--- config.mk ---
export PLATFORM = sky130hd
export DESIGN_NAME = eeprom_front_end
export DESIGN_NICKNAME = d
export VERILOG_FILES = /design/src/inc/eeprom_fe_pkg.sv /design/src/pin_sync.sv /design/src/pause_ctrl.sv /design/src/eeprom_front_end.sv
export SDC_FILE = /design/constraint.sdc
export NUM_CORES = 1
export LEC_CHECK = 0
export BUFFER_PORTS_ARGS = -buffer_cell sky130_fd_sc_hd__buf_2
export CAP_MARGIN = 20
export CORE_MARGIN = 2
export CORE_UTILIZATION = 45
export DETAILED_ROUTE_END_ITERATION = 10
export PLACE_DENSITY = 0.7
export REMOVE_ABC_BUFFERS = 1
export SYNTH_ARGS = -nofsm -noshare
export SYNTH_HDL_FRONTEND = slang
export SYNTH_SLANG_ARGS = --single-unit
export TNS_END_PERCENT = 1
--- constraint.sdc ---
create_clock -name clk -period 2.9 [get_ports clk]
set_clock_uncertainty 0.1 [all_clocks]
set_input_delay 0.29 -clock clk [delete_from_list [all_inputs] [get_ports clk]]
set_output_delay 0.29 -clock clk [all_outputs]
set_load 0.02 [all_outputs]
--- src/inc/eeprom_fe_pkg.sv ---
// shared constants for the serial memory front end
package eeprom_fe_pkg;

    // ======================================================
    // timing
    localparam int CLK_HZ     = 20_000_000;
    localparam int TWC_MS     = 6;  // write, status write, page erase
    localparam int TERASE_MS  = 10; // sector and chip erase
    localparam int TWC_CYC    = TWC_MS * (CLK_HZ / 1000);
    localparam int TERASE_CYC = TERASE_MS * (CLK_HZ / 1000);

    // ======================================================
    // geometry
    localparam int ARR_ADDR_W = 17;
    localparam int PAGE_W     = 8;
    localparam int ADDR_BITS  = 24;

    // ======================================================
    // pin synchroniser, order {cs_n, sck, si, hold_n, wp_n}
    localparam int         SYNC_W   = 5;
    localparam logic [4:0] SYNC_RST = 5'h13;

    // ======================================================
    // opcodes
    localparam logic [7:0] OPC_READ  = 8'h03;
    localparam logic [7:0] OPC_WRITE = 8'h02;
    localparam logic [7:0] OPC_LSET  = 8'h06;
    localparam logic [7:0] OPC_LCLR  = 8'h04;
    localparam logic [7:0] OPC_STRD  = 8'h05;
    localparam logic [7:0] OPC_STWR  = 8'h01;
    localparam logic [7:0] OPC_PGER  = 8'h42;
    localparam logic [7:0] OPC_SCER  = 8'hD8;
    localparam logic [7:0] OPC_CE    = 8'hC7;
    localparam logic [7:0] OPC_WAKE  = 8'hAB;
    localparam logic [7:0] OPC_SLEEP = 8'hB9;

    // ======================================================
    // status layout and reset values
    localparam int         SB_BUSY = 0;
    localparam int         SB_LTCH = 1;
    localparam int         SB_BP_LO = 2;
    localparam int         SB_BP_HI = 3;
    localparam int         SB_PPE  = 7;
    localparam logic [1:0] BP_RST  = 2'h0;
    localparam logic       PPE_RST = 1'b0;
    localparam logic [7:0] SIG_DEFAULT = 8'h5A; // arbitrary value

    typedef enum logic [2:0] {
        OP_WRITE, OP_STATUS, OP_PAGE_ER, OP_SECT_ER, OP_CHIP_ER
    } prog_op_t;

endpackage

--- src/pin_sync.sv ---
// two-flop synchroniser for the serial pins
`timescale 1ns/1ps
`default_nettype none

module pin_sync #(
    parameter int               WIDTH   = 1,
    parameter logic [WIDTH-1:0] RST_VAL = '0
)(
    input  wire logic             clk,     // system clock
    input  wire logic             sys_rst, // sync reset
    input  wire logic [WIDTH-1:0] d,       // raw pins
    output logic      [WIDTH-1:0] q        // synchronised
);
    logic [WIDTH-1:0] meta_q;
    logic [WIDTH-1:0] sync_q;

    // ======================================================
    // first stage feeds only the second stage
    always_ff @(posedge clk) begin
        if (sys_rst) begin
            meta_q <= RST_VAL;
            sync_q <= RST_VAL;
        end else begin
            meta_q <= d;
            sync_q <= meta_q;
        end
    end

    assign q = sync_q;

endmodule
`default_nettype wire

--- src/pause_ctrl.sv ---
// pause (hold) state tracking
`timescale 1ns/1ps
`default_nettype none

module pause_ctrl (
    input  wire logic clk,     // system clock
    input  wire logic sys_rst, // sync reset
    input  wire logic sel,     // device selected
    input  wire logic sck_lvl, // synced serial clock
    input  wire logic hold_n,  // synced pause input
    output logic      paused   // serial activity suspended
);
    logic paused_q;
    logic paused_d;

    // ======================================================
    // pause changes only while sck is low or on deselect; a change asked
    // for with sck high waits for its falling edge
    always_comb begin
        paused_d = paused_q;
        if (!sel) begin
            paused_d = 1'b0;
        end else if (!sck_lvl) begin
            paused_d = !hold_n;
        end
    end

    always_ff @(posedge clk) begin
        if (sys_rst) begin
            paused_q <= 1'b0;
        end else begin
            paused_q <= paused_d;
        end
    end

    assign paused = paused_q;
endmodule
`default_nettype wire

--- src/eeprom_front_end.sv ---
// serial front end of the byte memory: pins, decode, status
`timescale 1ns/1ps
`default_nettype none

// Operation
// - select while chip select low; high deselects into standby
// - a started programming cycle finishes; standby only after it
// - serial output floats while deselected
// - select rising after valid write sequence starts self-timed cycle
// - after reset one select low level is needed before any sequence
// - serial output updates after each serial clock falling edge
// - protect pin low with enable bit high blocks status writes
// - protect pin falling during a running cycle has no effect
// - input bits captured on serial clock rising edge
// - pause input low suspends without resetting sequence state
// - pause starts only with clock low, else at next falling edge
// - while paused, serial input and clock are ignored
// - resume only with clock low, else at next falling edge
// - output floats at once on pause fall, drives on rise
// - instruction collected in an eight-bit register before decode
// - all bytes move most significant bit first
// - first bit sampled on first rising edge after select falls
// - 03h reads and 02h writes the array from following address
// - 06h sets and 04h clears the write enable latch
// - 42h page, D8h sector, C7h whole-chip erase
// - ABh wakes and returns signature; B9h enters deep sleep
// - status: bit0 busy, bit1 latch, bits2-3 protect, bit7 pin enable
module eeprom_front_end
    import eeprom_fe_pkg::*;
#(
    parameter int         ADDR_W    = ARR_ADDR_W,
    parameter int         WRITE_CYC = TWC_CYC,
    parameter int         ERASE_CYC = TERASE_CYC,
    parameter logic [7:0] SIGNATURE = SIG_DEFAULT
)(
    input  wire logic              clk,         // 20 MHz clock
    input  wire logic              sys_rst,     // sync reset
    input  wire logic              cs_n,        // chip select pin
    input  wire logic              sck,         // serial clock pin
    input  wire logic              si,          // serial data in
    input  wire logic              hold_n,      // pause pin
    input  wire logic              wp_n,        // write-protect pin
    output logic                   so_o,        // serial data out
    output logic                   so_oe,       // out enable
    output logic [ADDR_W-1:0]      arr_addr,    // array address
    output logic                   arr_rd_req,  // read strobe
    input  wire logic [7:0]        arr_rd_data, // data, next cycle
    output logic                   arr_wr_stb,  // page byte strobe
    output logic [7:0]             arr_wr_data, // page byte
    output logic                   prog_start,  // cycle start pulse
    output prog_op_t               prog_op,     // cycle kind
    output logic                   standby,     // idle, deselected
    output logic                   deep_sleep,  // deep power-down
    output logic [7:0]             status       // status register
);
    localparam int TMR_MAX = (ERASE_CYC > WRITE_CYC) ? ERASE_CYC : WRITE_CYC;
    localparam int TMR_W   = $clog2(TMR_MAX + 1);

    typedef enum logic [3:0] {
        ST_STANDBY, ST_OPC, ST_ADDR, ST_WDATA, ST_SRIN,
        ST_RDATA, ST_SROUT, ST_SIGOUT, ST_SKIP
    } fsm_t;

    logic [SYNC_W-1:0] syn;
    logic s_cs_n, s_sck, s_si, s_hold_n, s_wp_n;
    logic sck_prev_q, cs_prev_q;
    logic sel, paused, sck_rise, sck_fall, cs_rise, cs_fall;
    logic rise_ok, fall_ok, out_st;
    logic [7:0] opc_in, status_w;

    fsm_t              st_q, st_d;
    logic [7:0]        sr_q, sr_d, op_q, op_d, obyte_q, obyte_d;
    logic [7:0]        wdata_q, wdata_d;
    logic [4:0]        bitn_q, bitn_d;
    logic [2:0]        obit_q, obit_d;
    logic [ADDR_W-1:0] addr_q, addr_d;
    logic [1:0]        bp_q, bp_d;
    logic [TMR_W-1:0]  tmr_q, tmr_d;
    prog_op_t          pop_q, pop_d;
    logic done_q, done_d, so_q, so_d, rd_req_q, rd_req_d;
    logic rd_pend_q, wr_stb_q, wr_stb_d, armed_q, armed_d;
    logic wel_q, wel_d, ppe_q, ppe_d, dsleep_q, dsleep_d;
    logic busy_q, busy_d, pstart_q, pstart_d;

    // ======================================================
    // pin sampling and edge detection
    pin_sync #(.WIDTH(SYNC_W), .RST_VAL(SYNC_RST)) u_sync (
        .clk     (clk),
        .sys_rst (sys_rst),
        .d       ({cs_n, sck, si, hold_n, wp_n}),
        .q       (syn)
    );
    assign {s_cs_n, s_sck, s_si, s_hold_n, s_wp_n} = syn;

    always_ff @(posedge clk) begin
        if (sys_rst) begin
            sck_prev_q <= 1'b0;
            cs_prev_q  <= 1'b1;
        end else begin
            sck_prev_q <= s_sck;
            cs_prev_q  <= s_cs_n;
        end
    end

    assign sel      = !s_cs_n;
    assign sck_rise = s_sck && !sck_prev_q;
    assign sck_fall = !s_sck && sck_prev_q;
    assign cs_rise  = s_cs_n && !cs_prev_q;
    assign cs_fall  = !s_cs_n && cs_prev_q;

    pause_ctrl u_pause (
        .clk     (clk),
        .sys_rst (sys_rst),
        .sel     (sel),
        .sck_lvl (s_sck),
        .hold_n  (s_hold_n),
        .paused  (paused)
    );

    // paused edges are dropped, state is kept as is
    assign rise_ok = sel && !paused && sck_rise;
    assign fall_ok = sel && !paused && sck_fall;
    assign opc_in  = {sr_q[6:0], s_si};

    // ======================================================
    // status word, read-only flags in the low bits
    always_comb begin
        status_w = 8'h00;
        status_w[SB_BUSY]             = busy_q;
        status_w[SB_LTCH]             = wel_q;
        status_w[SB_BP_HI:SB_BP_LO]   = bp_q;
        status_w[SB_PPE]              = ppe_q;
    end

    // ======================================================
    // sequencer, status bits and self-timed cycle
    always_comb begin
        st_d     = st_q;
        sr_d     = sr_q;
        op_d     = op_q;
        obyte_d  = obyte_q;
        wdata_d  = wdata_q;
        bitn_d   = bitn_q;
        obit_d   = obit_q;
        addr_d   = addr_q;
        bp_d     = bp_q;
        tmr_d    = tmr_q;
        pop_d    = pop_q;
        done_d   = done_q;
        so_d     = so_q;
        rd_req_d = 1'b0;
        wr_stb_d = 1'b0;
        pstart_d = 1'b0;
        armed_d  = armed_q || sel;
        wel_d    = wel_q;
        ppe_d    = ppe_q;
        dsleep_d = dsleep_q;
        busy_d   = busy_q;
        // the timer ignores select and the protect pin
        if (busy_q) begin
            tmr_d = tmr_q - TMR_W'(1);
            if (tmr_q == TMR_W'(1)) begin
                busy_d = 1'b0;
                wel_d  = 1'b0;
            end
        end
        if (rd_pend_q) begin
            obyte_d = arr_rd_data;
        end
        // page writes wrap inside the page
        if (wr_stb_q) begin
            addr_d = {addr_q[ADDR_W-1:PAGE_W], addr_q[PAGE_W-1:0] + PAGE_W'(1)};
        end
        if (cs_rise) begin
            st_d = ST_STANDBY;
            if (done_q) begin
                case (op_q)
                    OPC_LSET: wel_d = 1'b1;
                    OPC_LCLR: wel_d = 1'b0;
                    OPC_SLEEP: dsleep_d = 1'b1;
                    default: begin
                        // protect pin is looked at only here, never later
                        if (wel_q && !(op_q == OPC_STWR && !s_wp_n && ppe_q)) begin
                            busy_d   = 1'b1;
                            pstart_d = 1'b1;
                            tmr_d    = TMR_W'(WRITE_CYC);
                            unique case (op_q)
                                OPC_STWR: begin
                                    pop_d = OP_STATUS;
                                    bp_d  = sr_q[SB_BP_HI:SB_BP_LO];
                                    ppe_d = sr_q[SB_PPE];
                                end
                                OPC_PGER: pop_d = OP_PAGE_ER;
                                OPC_SCER: begin
                                    pop_d = OP_SECT_ER;
                                    tmr_d = TMR_W'(ERASE_CYC);
                                end
                                OPC_CE: begin
                                    pop_d = OP_CHIP_ER;
                                    tmr_d = TMR_W'(ERASE_CYC);
                                end
                                default: pop_d = OP_WRITE;
                            endcase
                        end
                    end
                endcase
            end
            done_d = 1'b0;
        end else if (cs_fall && armed_q) begin
            st_d   = ST_OPC;
            bitn_d = 5'd0;
            done_d = 1'b0;
        end else if (rise_ok) begin
            sr_d   = opc_in;
            bitn_d = bitn_q + 5'd1;
            done_d = 1'b0;
            unique case (st_q)
                ST_OPC: begin
                    if (bitn_q == 5'd7) begin
                        op_d   = opc_in;
                        bitn_d = 5'd0;
                        st_d   = ST_SKIP;
                        obit_d = 3'd0;
                        if (dsleep_q) begin
                            if (opc_in == OPC_WAKE) begin
                                dsleep_d = 1'b0;
                                st_d     = ST_ADDR;
                            end
                        end else if (busy_q) begin
                            if (opc_in == OPC_STRD) begin
                                st_d    = ST_SROUT;
                                obyte_d = status_w;
                            end
                        end else begin
                            case (opc_in)
                                OPC_READ, OPC_WRITE, OPC_PGER, OPC_SCER, OPC_WAKE:
                                    st_d = ST_ADDR;
                                OPC_STRD: begin
                                    st_d    = ST_SROUT;
                                    obyte_d = status_w;
                                end
                                OPC_STWR: st_d = ST_SRIN;
                                OPC_LSET, OPC_LCLR, OPC_CE, OPC_SLEEP:
                                    done_d = 1'b1;
                                default: done_d = 1'b0;
                            endcase
                        end
                    end
                end
                ST_ADDR: begin
                    // upper address bits shift out of the top
                    addr_d = {addr_q[ADDR_W-2:0], s_si};
                    if (bitn_q == 5'(ADDR_BITS - 1)) begin
                        bitn_d = 5'd0;
                        case (op_q)
                            OPC_READ: begin
                                st_d     = ST_RDATA;
                                rd_req_d = 1'b1;
                            end
                            OPC_WRITE: st_d = ST_WDATA;
                            OPC_WAKE: begin
                                st_d    = ST_SIGOUT;
                                obyte_d = SIGNATURE;
                            end
                            default: begin
                                st_d   = ST_SKIP;
                                done_d = 1'b1;
                            end
                        endcase
                    end
                end
                ST_WDATA: begin
                    if (bitn_q == 5'd7) begin
                        bitn_d   = 5'd0;
                        wr_stb_d = 1'b1;
                        wdata_d  = opc_in;
                        done_d   = 1'b1;
                    end
                end
                ST_SRIN: begin
                    if (bitn_q == 5'd7) begin
                        st_d   = ST_SKIP;
                        done_d = 1'b1;
                    end
                end
                default: bitn_d = 5'd0;
            endcase
        end else if (fall_ok && out_st) begin
            so_d   = obyte_q[3'd7 - obit_q];
            obit_d = obit_q + 3'd1;
            if (obit_q == 3'd7) begin
                if (st_q == ST_RDATA) begin
                    addr_d   = addr_q + ADDR_W'(1);
                    rd_req_d = 1'b1;
                end else if (st_q == ST_SROUT) begin
                    obyte_d = status_w;
                end
            end
        end
    end

    always_ff @(posedge clk) begin
        if (sys_rst) begin
            st_q      <= ST_STANDBY;
            sr_q      <= 8'h00;
            op_q      <= 8'h00;
            obyte_q   <= 8'h00;
            wdata_q   <= 8'h00;
            bitn_q    <= 5'd0;
            obit_q    <= 3'd0;
            addr_q    <= '0;
            bp_q      <= BP_RST;
            tmr_q     <= '0;
            pop_q     <= OP_WRITE;
            done_q    <= 1'b0;
            so_q      <= 1'b0;
            rd_req_q  <= 1'b0;
            rd_pend_q <= 1'b0;
            wr_stb_q  <= 1'b0;
            pstart_q  <= 1'b0;
            armed_q   <= 1'b0;
            wel_q     <= 1'b0;
            ppe_q     <= PPE_RST;
            dsleep_q  <= 1'b0;
            busy_q    <= 1'b0;
        end else begin
            st_q      <= st_d;
            sr_q      <= sr_d;
            op_q      <= op_d;
            obyte_q   <= obyte_d;
            wdata_q   <= wdata_d;
            bitn_q    <= bitn_d;
            obit_q    <= obit_d;
            addr_q    <= addr_d;
            bp_q      <= bp_d;
            tmr_q     <= tmr_d;
            pop_q     <= pop_d;
            done_q    <= done_d;
            so_q      <= so_d;
            rd_req_q  <= rd_req_d;
            rd_pend_q <= rd_req_q;
            wr_stb_q  <= wr_stb_d;
            pstart_q  <= pstart_d;
            armed_q   <= armed_d;
            wel_q     <= wel_d;
            ppe_q     <= ppe_d;
            dsleep_q  <= dsleep_d;
            busy_q    <= busy_d;
        end
    end

    // ======================================================
    // outputs; the pause pin floats the output with no wait
    assign out_st      = (st_q == ST_RDATA) || (st_q == ST_SROUT) || (st_q == ST_SIGOUT);
    assign so_oe       = sel && s_hold_n && out_st;
    assign so_o        = so_q;
    assign arr_addr    = addr_q;
    assign arr_rd_req  = rd_req_q;
    assign arr_wr_stb  = wr_stb_q;
    assign arr_wr_data = wdata_q;
    assign prog_start  = pstart_q;
    assign prog_op     = pop_q;
    assign standby     = !sel && !busy_q;
    assign deep_sleep  = dsleep_q;
    assign status      = status_w;
endmodule
`default_nettype wire

==> out/qor.txt, run 1 <==
result of the run -> finished clean
shortest period the worst path allows -> 2.46 ns
routed wire length -> 13.9 mm
top post-synthesis cells by area -> sky130_fd_sc_hd__dfxtp_1 39%, sky130_fd_sc_hd__a21oi_1 6.2%, sky130_fd_sc_hd__nand2_1 5.3%, sky130_fd_sc_hd__nor2_1 5.1%, sky130_fd_sc_hd__mux2i_1 4.2%
Bufs on Longest Clock Path -> 2
vias post-DR -> 5036
top-level port count -> 58
remaining max-slew budget at the tightest pin -> 46.6%
total grt overflow -> 0
worst min path class -> primary input to register
mean instance size in the synthesized netlist -> 8.17 µm²
count of cells resized by post-cts repair -> 0
post-synth top area cell -> sky130_fd_sc_hd__dfxtp_1
# Post-CTS Setup Buffers -> 0
final non-filler cell total -> 856
sum of internal, switching and leakage power -> 2.76 mW
DR WL/cell -> 16.3 µm
growth of design area from synthesis to finish -> 11.9%
Sinks on Clock Net -> 108
port bufs -> 54
standard-cell row count -> 40
number of cells traversed by the worst hold path -> 2
Yosys warning count -> 0
number of nets at the end of the flow -> 725
gate count of the mapped netlist -> 670
final count of negative-setup-slack endpoints -> 0
post-placement cell count -> 840
Final Hold Violating Endpoints -> 0
GRT Util Overall -> 21.8%
worst skew pair latency -> 0.36 ns
number of buffers inserted during clock tree synthesis -> 9
antenna diode count -> 0
vias per inst -> 5.88
ys flop type -> sky130_fd_sc_hd__dfxtp_1
kind of end point of the critical path -> register
via count of the first global-routing pass -> 4753
RSZ-0062 raised after global routing -> false
Die W -> 114 µm
final weighted congestion of routability-driven global placement -> 0.924
Hold-fix buffers, CTS -> 0
R2R depth -> 6
transition time at the pin with the least slew margin -> 0.796 ns
share of flip-flops with an asynchronous set or reset -> 0%
clock slew at reported path FFs -> 0.08 ns
HPWL Detailed -> 9.97 mm
unique cell type count in the Yosys netlist -> 68
number of nets with antenna violations after routing -> 0
leakage dissipation -> 2.29 nW
Syn Std Cell Area -> 5480 µm²
clock tree from TritonCTS -> done
initial standard-cell utilization of the core -> 45.8%
flip-flop and latch count after synthesis -> 108
global-route wire length before repair -> 22.9 mm
worst voltage drop across the vdd grid -> 0.000257 V
count of H-tree levels built during CTS -> 3
Achievable Freq -> 407 MHz
number of design rule violations left after detail routing -> 0
type of element launching the critical path -> register
accumulated negative setup slack -> 0 ns
Crit Path Max Fanout -> 13
floorplan die area -> 13100 µm²
start-to-end type of the worst setup path -> register to register
maximum number of pins on one net before global-route repair -> 43
area of the placeable core -> 12000 µm²
Critical Path AT -> 2.64 ns
count of pins over their slew limit -> 0
initial detailed-routing violation count -> 425
fraction of final layout cells with drive strength greater than 1 -> 14.7%
proportion of synthesized chip area in sequential cells -> 39.5%
CTS Root Cell -> sky130_fd_sc_hd__clkbuf_16
post-synth top area share -> 39.5%
max-cap violation count -> 0
initial antenna violation count -> 0
die outline height -> 114 µm
worst path required time -> 3.08 ns
number of synthesized flops with an enable pin -> 0
number of search-and-repair iterations in the first detailed-routing pass -> 5
share of the clock period used by the worst path after layout -> 84.7%
PwrDens -> 451 nW/µm²
==> metrics by stage <==
step / hold slack, ns / utilization [%] / cell area (µm²) / setup WS [ns]
after global placement: 0.296 / 48.8 / 5840 / 0.561
final: 0.0154 / 51.2 / 6120 / 0.444
after CTS: 0.0118 / 51.2 / 6120 / 0.482
after detailed placement: 0.297 / 48.8 / 5840 / 0.493
after global routing: 0.0207 / 51.2 / 6120 / 0.226
after floorplan: 0.259 / - / 5260 / 0.291
==> flip-flops by register name (all words and copies together) (netlist names), 2 cells and up <==
signal         count
arr_addr          17
obit_q             3
bitn_q             5
u_sync.meta_q      5
u_sync.q           5
st_q               4
obyte_q            8
tmr_q             18
prog_op            3
op_q               8
sr_q               8
bp_q               2
arr_wr_data        8
==> layout make-up <==
cell class,count,area (µm²)
repair buffers,71,398
clock inverters,7,58.8
inverters,13,48.8
flip-flops and latches,108,2160
well taps,147,184
clock buffers,9,225
multi-input cells,501,3050
fillers,1124,5840
==> cell usage in the layout, fill, tap and decap left out, types with 15 or more instances in the layout <==
master / Yosys / routed
sky130_fd_sc_hd__a21oi_1: 68 / 68
sky130_fd_sc_hd__buf_2: 5 / 54
sky130_fd_sc_hd__buf_4: 6 / 17
sky130_fd_sc_hd__dfxtp_1: 108 / 108
sky130_fd_sc_hd__mux2i_1: 23 / 23
sky130_fd_sc_hd__nand2_1: 77 / 77
sky130_fd_sc_hd__nand3_1: 21 / 21
sky130_fd_sc_hd__nor2_1: 74 / 74
sky130_fd_sc_hd__nor4_1: 16 / 16
sky130_fd_sc_hd__xnor2_1: 15 / 15
==> critical path, cell delays in order (launching register included) <==
cell,delay [ns]
sky130_fd_sc_hd__dfxtp_1,0.57
sky130_fd_sc_hd__nor2b_1,0.50
sky130_fd_sc_hd__nand3_1,0.41
sky130_fd_sc_hd__nor2_1,0.35
sky130_fd_sc_hd__o22a_1,0.20
sky130_fd_sc_hd__o221ai_1,0.11
sky130_fd_sc_hd__a31oi_1,0.14
==> per-layer routing <==
| metal | global-route usage, % | wire [µm] | share of wire [%] |
|---|---|---|---|
| met5 | 0 | 0 | 0 |
| met4 | 11.2 | 363 | 2.6 |
| met3 | 3.23 | 778 | 5.6 |
| met2 | 33.9 | 6430 | 46 |
| met1 | 29.6 | 6360 | 46 |
==> worst paths after layout <==
check / startpoint / to / slack, ns
worst max-delay path: st_q[1] / arr_addr[7] / 0.44
worst min-delay path: wp_n / u_sync.meta_q[0] / 0.02
worst max register to register: st_q[1] / arr_addr[7] / 0.44
worst min register to register: u_sync.meta_q[1] / u_sync.q[1] / 0.31
==> power breakdown <==
group | total [mW] | internal, mW | switching [mW]
Clock | 1.17 | 0.593 | 0.581
Sequential | 1.50 | 1.49 | 0.0100
Combinational | 0.0851 | 0.0281 | 0.0570
==> cells in the mapped netlist, types with 4 or more instances <==
library cell / number
sky130_fd_sc_hd__dfxtp_1: 108
sky130_fd_sc_hd__nand2_1: 77
sky130_fd_sc_hd__nor2_1: 74
sky130_fd_sc_hd__a21oi_1: 68
sky130_fd_sc_hd__clkbuf_1: 35
sky130_fd_sc_hd__mux2i_1: 23
sky130_fd_sc_hd__nand3_1: 21
sky130_fd_sc_hd__nor4_1: 16
sky130_fd_sc_hd__xnor2_1: 15
sky130_fd_sc_hd__nand4_1: 14
sky130_fd_sc_hd__nor2b_1: 14
sky130_fd_sc_hd__nor3_1: 14
sky130_fd_sc_hd__o21ai_0: 14
sky130_fd_sc_hd__xor2_1: 14
sky130_fd_sc_hd__inv_1: 13
sky130_fd_sc_hd__a22oi_1: 10
sky130_fd_sc_hd__or2_2: 9
sky130_fd_sc_hd__or3_1: 8
sky130_fd_sc_hd__nand4b_1: 7
sky130_fd_sc_hd__a31oi_1: 6
sky130_fd_sc_hd__buf_4: 6
sky130_fd_sc_hd__ha_1: 6
sky130_fd_sc_hd__a211oi_1: 5
sky130_fd_sc_hd__buf_2: 5
sky130_fd_sc_hd__nand2b_1: 5
sky130_fd_sc_hd__nand3b_1: 5
sky130_fd_sc_hd__or4_1: 5
sky130_fd_sc_hd__o31ai_1: 4
sky130_fd_sc_hd__o32ai_1: 4
==> kinds of logic (layout without fill, tap and decap cells) <==
group,count (synthesis),count (layout),synth area share [%]
AOI/OAI and AO/OA,143,143,16.7
xor gates and xnor gates,29,29,4.64
adders and majority gates,6,6,1.37
buffers and inverters,63,100,4.98
DFF,108,108,39.5
muxes,26,26,5.23
other,1,3,0.0685
and+or+nand+nor,294,294,27.5
Power figures use the tool's default switching activity.
==> run 2: changes to the inputs <==
- ABC_AREA: not set -> 1
- PLACE_DENSITY: 0.7 -> 0.72
- clock period: 2.9 -> 2.25 ns (I/O delays scaled with it)
==> run 2 against run 1 <==
Compared with the run above:
- register-to-register slack worse by 0.15 ns
- combinational power is 96% higher
- clock power is 39% higher
- power is 36% higher
==> out/qor.txt, run 2 <==
number of design rule violations left after detail routing -> 0 (unchanged)
number of synthesized flops with an enable pin -> 0 (unchanged)
growth of design area from synthesis to finish -> 12.2%
vias post-DR -> 5742 (+14%)
CP most frequent cell -> sky130_fd_sc_hd__nor2_1
gate count of the mapped netlist -> 885 (+32%)
initial antenna violation count -> 0 (unchanged)
vias per inst -> 5.15 (-13%)
top post-synthesis cells by area -> sky130_fd_sc_hd__dfxtp_1 36%, sky130_fd_sc_hd__nand2_1 11%, sky130_fd_sc_hd__nor2_1 7.9%, sky130_fd_sc_hd__inv_1 6.7%, sky130_fd_sc_hd__o21ai_0 5.3%
top-level port count -> 58 (unchanged)
count of pins over their slew limit -> 0 (unchanged)
cell depth of the worst setup path -> 12 (+6)
worst path required time -> 2.39 ns (-0.69 ns)
PwrDens -> 550 nW/µm² (+22%)
global-route wire length before repair -> 24.0 mm (+4.9%)
transition time at the pin with the least slew margin -> 0.507 ns (-0.289 ns)
count of H-tree levels built during CTS -> 3 (unchanged)
final weighted congestion of routability-driven global placement -> 0.918 (-0.66%)
leakage dissipation -> 3.05 nW (+33%)
ys flop type -> sky130_fd_sc_hd__dfxtp_1
DR WL/cell -> 12.9 µm (-21%)
CP peak stage delay -> 0.38 ns (-0.19 ns)
floorplan die area -> 14400 µm² (+11%)
number of buffers inserted during clock tree synthesis -> 9 (unchanged)
total grt overflow -> 0 (unchanged)
via count of the first global-routing pass -> 5176 (+8.9%)
kind of end point of the critical path -> register
slowest library cell on the worst path -> sky130_fd_sc_hd__dfxtp_1
R2R depth -> 12 (+6)
RSZ-0062 raised after global routing -> false
post-synth top area cell -> sky130_fd_sc_hd__dfxtp_1
port bufs -> 54 (unchanged)
maximum number of pins on one net before global-route repair -> 50 (+16%)
antenna diode count -> 0 (unchanged)
share of flip-flops with an asynchronous set or reset -> 0% (unchanged)
Syn Std Cell Area -> 6070 µm² (+11%)
start-to-end type of the worst setup path -> register to register
smallest hold slack -> 0.0361 ns (+0.0208 ns)
Critical Path AT -> 2.09 ns (-0.55 ns)
most common library cell in the layout ignoring fill and taps -> sky130_fd_sc_hd__nand2_1
result of the run -> finished clean
# Post-CTS Setup Buffers -> 0 (unchanged)
standard-cell row count -> 42 (+5.0%)
Crit Path Max Fanout -> 9 (-4)
max-cap violation count -> 0 (unchanged)
accumulated negative setup slack -> 0 ns (unchanged)
remaining max-slew budget at the tightest pin -> 66.1% (+19 points)
cell chain of the critical path -> ha_1 > nand2_2 > nor3_4 > nand2_2 > inv_2 > nand3_1 > nand2_1 > nand2_4 > inv_2 > nor2_1 > nor2_1 > nor2_1
number of search-and-repair iterations in the first detailed-routing pass -> 5 (unchanged)
number of nets with antenna violations after routing -> 0 (unchanged)
most used standard cells in the synthesized netlist -> 178 x sky130_fd_sc_hd__nand2_1, 128 x sky130_fd_sc_hd__nor2_1, 109 x sky130_fd_sc_hd__inv_1
GRT Util Overall -> 20.6% (-1.2 points)
flip-flop count of the largest register after layout -> 18 (unchanged)
CTS Root Cell -> sky130_fd_sc_hd__clkbuf_16
initial detailed-routing violation count -> 535 (+26%)
leading cell types in the layout, fill and taps excluded -> 178 x sky130_fd_sc_hd__nand2_1, 128 x sky130_fd_sc_hd__nor2_1, 109 x sky130_fd_sc_hd__inv_1
number of nets at the end of the flow -> 957 (+32%)
share of the clock period used by the worst path after layout -> 86.8% (+2.1 points)
Achievable Freq -> 512 MHz (+26%)
worst min path class -> primary input to register
number of cells traversed by the worst hold path -> 3 (+1)
die outline height -> 120 µm (+5.1%)
clock tree from TritonCTS -> done
worst voltage drop across the vdd grid -> 0.000490 V (+91%)
clock slew at reported path FFs -> 0.07 ns (about the same)
unique cell type count in the Yosys netlist -> 51 (-25%)
fraction of final layout cells with drive strength greater than 1 -> 15.7% (+1.1 points)
HPWL Detailed -> 10.6 mm (+6.2%)
routed wire length -> 14.4 mm (+3.4%)
post-synth top area share -> 35.6% (-3.9 points)
worst skew pair latency -> 0.36 ns (about the same)
Die W -> 120 µm (+5.1%)
Final Hold Violating Endpoints -> 0 (unchanged)
area of the placeable core -> 13200 µm² (+10%)
mean instance size in the synthesized netlist -> 6.86 µm² (-16%)
initial standard-cell utilization of the core -> 46.1% (+0.28 points)
Bufs on Longest Clock Path -> 2 (unchanged)
final count of negative-setup-slack endpoints -> 0 (unchanged)
category of cells accounting for the largest share of critical-path delay -> simple AND/OR/NAND/NOR gates
Sinks on Clock Net -> 108 (unchanged)
shortest period the worst path allows -> 1.95 ns (-0.503 ns)
library cell with the highest instance count after synthesis -> sky130_fd_sc_hd__nand2_1
proportion of synthesized chip area in sequential cells -> 35.6% (-3.9 points)
flip-flop and latch count after synthesis -> 108 (unchanged)
Yosys warning count -> 0 (unchanged)
buffers plus inverters on the worst setup path -> 2 (+2)
type of element launching the critical path -> register
register ranked first by flip-flop count -> tmr_q
## run 2: tightest hold or removal path: stages
cell	delay, ns
sky130_fd_sc_hd__buf_2	0.10
sky130_fd_sc_hd__nand2_1	0.06
sky130_fd_sc_hd__a31oi_1	0.07
## run 2: logic make-up after synthesis
logic type / share of synthesized area [%]
mux: 0.330
buf+inv: 10.4
fa+ha+maj: 1.24
simple gates: 33.8
xor+xnor: 2.45
other cells: 0.0617
flops: 35.6
compound gates: 16.1
## run 2: path summary, 6_finish.rpt
path	from	slack, ns	to
setup / recovery	bitn_q[0]	0.30	obyte_q[1]
hold / removal	arr_rd_data[6]	0.04	obyte_q[6]
setup reg to reg	bitn_q[0]	0.30	obyte_q[1]
hold reg to reg	u_sync.meta_q[2]	0.30	u_sync.q[2]
## run 2: per-layer routing
layer / vias up / part of all wire (%) / global-route usage [%]
met5: - / 0 / 0
met4: 0 / 1.9 / 6.99
met3: 25 / 5.4 / 4.86
met2: 178 / 47 / 34.6
met1: 2587 / 46 / 25.9
li1: 2952 / - / -
## run 2: where the power goes
group          switching (mW)  internal [mW]  total (mW)
clock network           0.763          0.872        1.63
logic                   0.110         0.0571       0.167
registers              0.0165           1.93        1.94
## run 2: through the flow
stage	utilization, %	std cells	instance area, µm²	power, mW	setup slack [ns]
detailed placement	49.0	1096	6460	2.15	0.346
global route	51.7	1116	6810	3.88	0.121
floorplan	-	860	5920	2.08	0.430
finish	51.7	1116	6810	3.75	0.297
global placement	49.0	1096	6460	2.15	0.351
CTS	51.7	1116	6810	3.79	0.323
## run 2: repair_timing
item | 4_1_cts | 5_1_grt
hold endpoints to repair | 5 | 0
hold buffers | 5 | 0
resized for setup | 0 | 0
## run 2: final cells by class
cell class | count | area [µm²]
fillers | 1334 | 6380
multi-input cells | 630 | 3290
flip-flops and latches | 108 | 2160
inverters | 122 | 465
repair buffers | 65 | 378
clock buffers | 9 | 225
well taps | 176 | 220
clock inverters | 6 | 73.8
==> run 3: changes to the inputs <==
- ABC_AREA: 1 -> not set
==> run 3 against run 2 <==
Compared with the run above:
- wire length fell by 0.83%
- worst setup slack worse by 0.28 ns
- count of clock-buffer cells in the layout increased by 1
- via count down 8.9%
- final cell count is 19% lower
- non-clock buffer count up 53
- maximum frequency decreased by 13%
==> out/qor.txt, run 3 (same netlist as run 1, synthesis figures left out) <==
PwrDens -> 566 nW/µm² (+3.0%)
top-level port count -> 58 (unchanged)
GRT Util Overall -> 22.3% (+1.7 points)
share of the clock period used by the worst path after layout -> 99.3% (+12 points)
total grt overflow -> 0 (unchanged)
global-route wire length before repair -> 23.6 mm (-1.8%)
count of H-tree levels built during CTS -> 3 (unchanged)
port bufs -> 54 (unchanged)
result of the run -> finished clean
die outline height -> 114 µm (-4.9%)
vias post-DR -> 5232 (-8.9%)
initial detailed-routing violation count -> 368 (-31%)
most common library cell in the layout ignoring fill and taps -> sky130_fd_sc_hd__dfxtp_1
via count of the first global-routing pass -> 5000 (-3.4%)
R2R depth -> 6 (-6)
# Post-CTS Setup Buffers -> 0 (unchanged)
clock slew at reported path FFs -> 0.08 ns (about the same)
clock tree from TritonCTS -> done
maximum number of pins on one net before global-route repair -> 44 (-12%)
flip-flop count of the largest register after layout -> 18 (unchanged)
smallest hold slack -> 0.0512 ns (+0.0151 ns)
remaining max-slew budget at the tightest pin -> 60.6% (-5.5 points)
multi-input logic area -> 3110 µm² (-5.5%)
R2R Setup Slk -> 0.02 ns (-0.28 ns)
antenna diode count -> 0 (unchanged)
RR Startpoint -> u_pause.paused
final weighted congestion of routability-driven global placement -> 0.916 (-0.21%)
share of the core filled with cells -> 55.2% (+3.6 points)
Achievable Freq -> 448 MHz (-13%)
number of nets at the end of the flow -> 772 (-19%)
worst min path class -> primary input to register
standard-cell row count -> 40 (-4.8%)
floorplan die area -> 13100 µm² (-9.5%)
register ranked first by flip-flop count -> tmr_q
growth of design area from synthesis to finish -> 20.7%
shortest period the worst path allows -> 2.23 ns (+0.280 ns)
start-to-end type of the worst setup path -> register to register
Die W -> 114 µm (-4.9%)
number of design rule violations left after detail routing -> 0 (unchanged)
final count of negative-setup-slack endpoints -> 0 (unchanged)
sum of internal, switching and leakage power -> 3.74 mW (about the same)
footprint of the flip-flops and latches -> 2160 µm² (unchanged)
type of element launching the critical path -> register
Crit Path Max Fanout -> 4 (-5)
number of inserted filler cells in the final layout -> 1098 (-18%)
number of search-and-repair iterations in the first detailed-routing pass -> 5 (unchanged)
number of buffers inserted during clock tree synthesis -> 9 (unchanged)
Critical Path AT -> 2.37 ns (+0.28 ns)
leading cell types in the layout, fill and taps excluded -> 108 x sky130_fd_sc_hd__dfxtp_1, 77 x sky130_fd_sc_hd__nand2_1, 73 x sky130_fd_sc_hd__nor2_1
area of the placeable core -> 12000 µm² (-9.3%)
beginning of the worst hold path -> arr_rd_data[2]
initial standard-cell utilization of the core -> 45.8% (-0.28 points)
CTS Root Cell -> sky130_fd_sc_hd__clkbuf_16
number of cells traversed by the worst hold path -> 3 (unchanged)
Hold Path End -> obyte_q[2]
Bufs on Longest Clock Path -> 2 (unchanged)
DR WL/cell -> 15.8 µm (+23%)
kind of end point of the critical path -> register
vias per inst -> 5.79 (+13%)
worst path required time -> 2.39 ns (about the same)
worst voltage drop across the vdd grid -> 0.000447 V (-8.9%)
number of nets with antenna violations after routing -> 0 (unchanged)
Sinks on Clock Net -> 108 (unchanged)
transition time at the pin with the least slew margin -> 0.583 ns (+0.0766 ns)
RSZ-0062 raised after global routing -> true
HPWL Detailed -> 10.2 mm (-3.2%)
R2R Path End -> obyte_q[1]
count of pins over their slew limit -> 0 (unchanged)
fraction of final layout cells with drive strength greater than 1 -> 20.9% (+5.2 points)
leakage dissipation -> 2.57 nW (-16%)
routed wire length -> 14.3 mm (-0.83%)
worst skew pair latency -> 0.36 ns (about the same)
max-cap violation count -> 0 (unchanged)
initial antenna violation count -> 0 (unchanged)
Final Hold Violating Endpoints -> 0 (unchanged)
[run 3: area by class of cell]
cell class                 instances  share of cell area, %
timing repair buffer             118                   11.9
clock inverter                     6                   1.19
tap                              147                   2.78
sequential                       108                   32.7
inverter                          13                  0.738
multi-input combinational        501                   47.0
clock buffer                      10                   3.62
[run 3: power breakdown]
part,leakage (nW),switching [mW],internal (mW)
Sequential,0.872,0.0105,1.92
Clock,0.158,0.760,0.920
Combinational,1.54,0.0802,0.0503
[run 3: timing repair]
action / CTS / global route
setup endpoints to repair: 5 / 33
hold endpoints to repair: 5 / 0
hold buffers: 5 / 0
resized for setup: 2 / 11
[run 3: worst max-delay path by stage]
stage                               from          to  cells past startpoint
after floorplan                bitn_q[0]  obyte_q[0]                      7
after global placement           sr_q[4]  obyte_q[7]                      5
after detailed placement         sr_q[4]  obyte_q[7]                      5
after CTS                        sr_q[4]  obyte_q[1]                      5
after global routing      u_pause.paused  obyte_q[1]                      6
final                     u_pause.paused  obyte_q[1]                      6
[run 3: stage by stage]
| step | TNS (ns) | cell area, µm² | worst slack [ns] | cells |
|---|---|---|---|---|
| floorplan | -2.84 | 5260 | -0.359 | 622 |
| global placement | -0.182 | 6180 | -0.0560 | 882 |
| detailed placement | -0.255 | 6180 | -0.0743 | 882 |
| CTS | 0 | 6560 | 0.000517 | 903 |
| global route | -0.116 | 6610 | -0.0457 | 903 |
| finish | 0 | 6610 | 0.0166 | 903 |
[run 3: critical path, cell delays in order (launching register included)]
cell and delay, ns:
sky130_fd_sc_hd__dfxtp_1 0.36, sky130_fd_sc_hd__or4b_1 0.59, sky130_fd_sc_hd__a21oi_2 0.17, sky130_fd_sc_hd__nand4b_1 0.21, sky130_fd_sc_hd__o41ai_4 0.37, sky130_fd_sc_hd__mux2i_1 0.23
sky130_fd_sc_hd__a21oi_1 0.09
[run 3: layer usage]
layer / track usage, % / share of wire, %
met5: 0 / 0
met4: 9.67 / 2.2
met3: 3.92 / 5.6
met2: 36.1 / 47
met1: 29.3 / 45
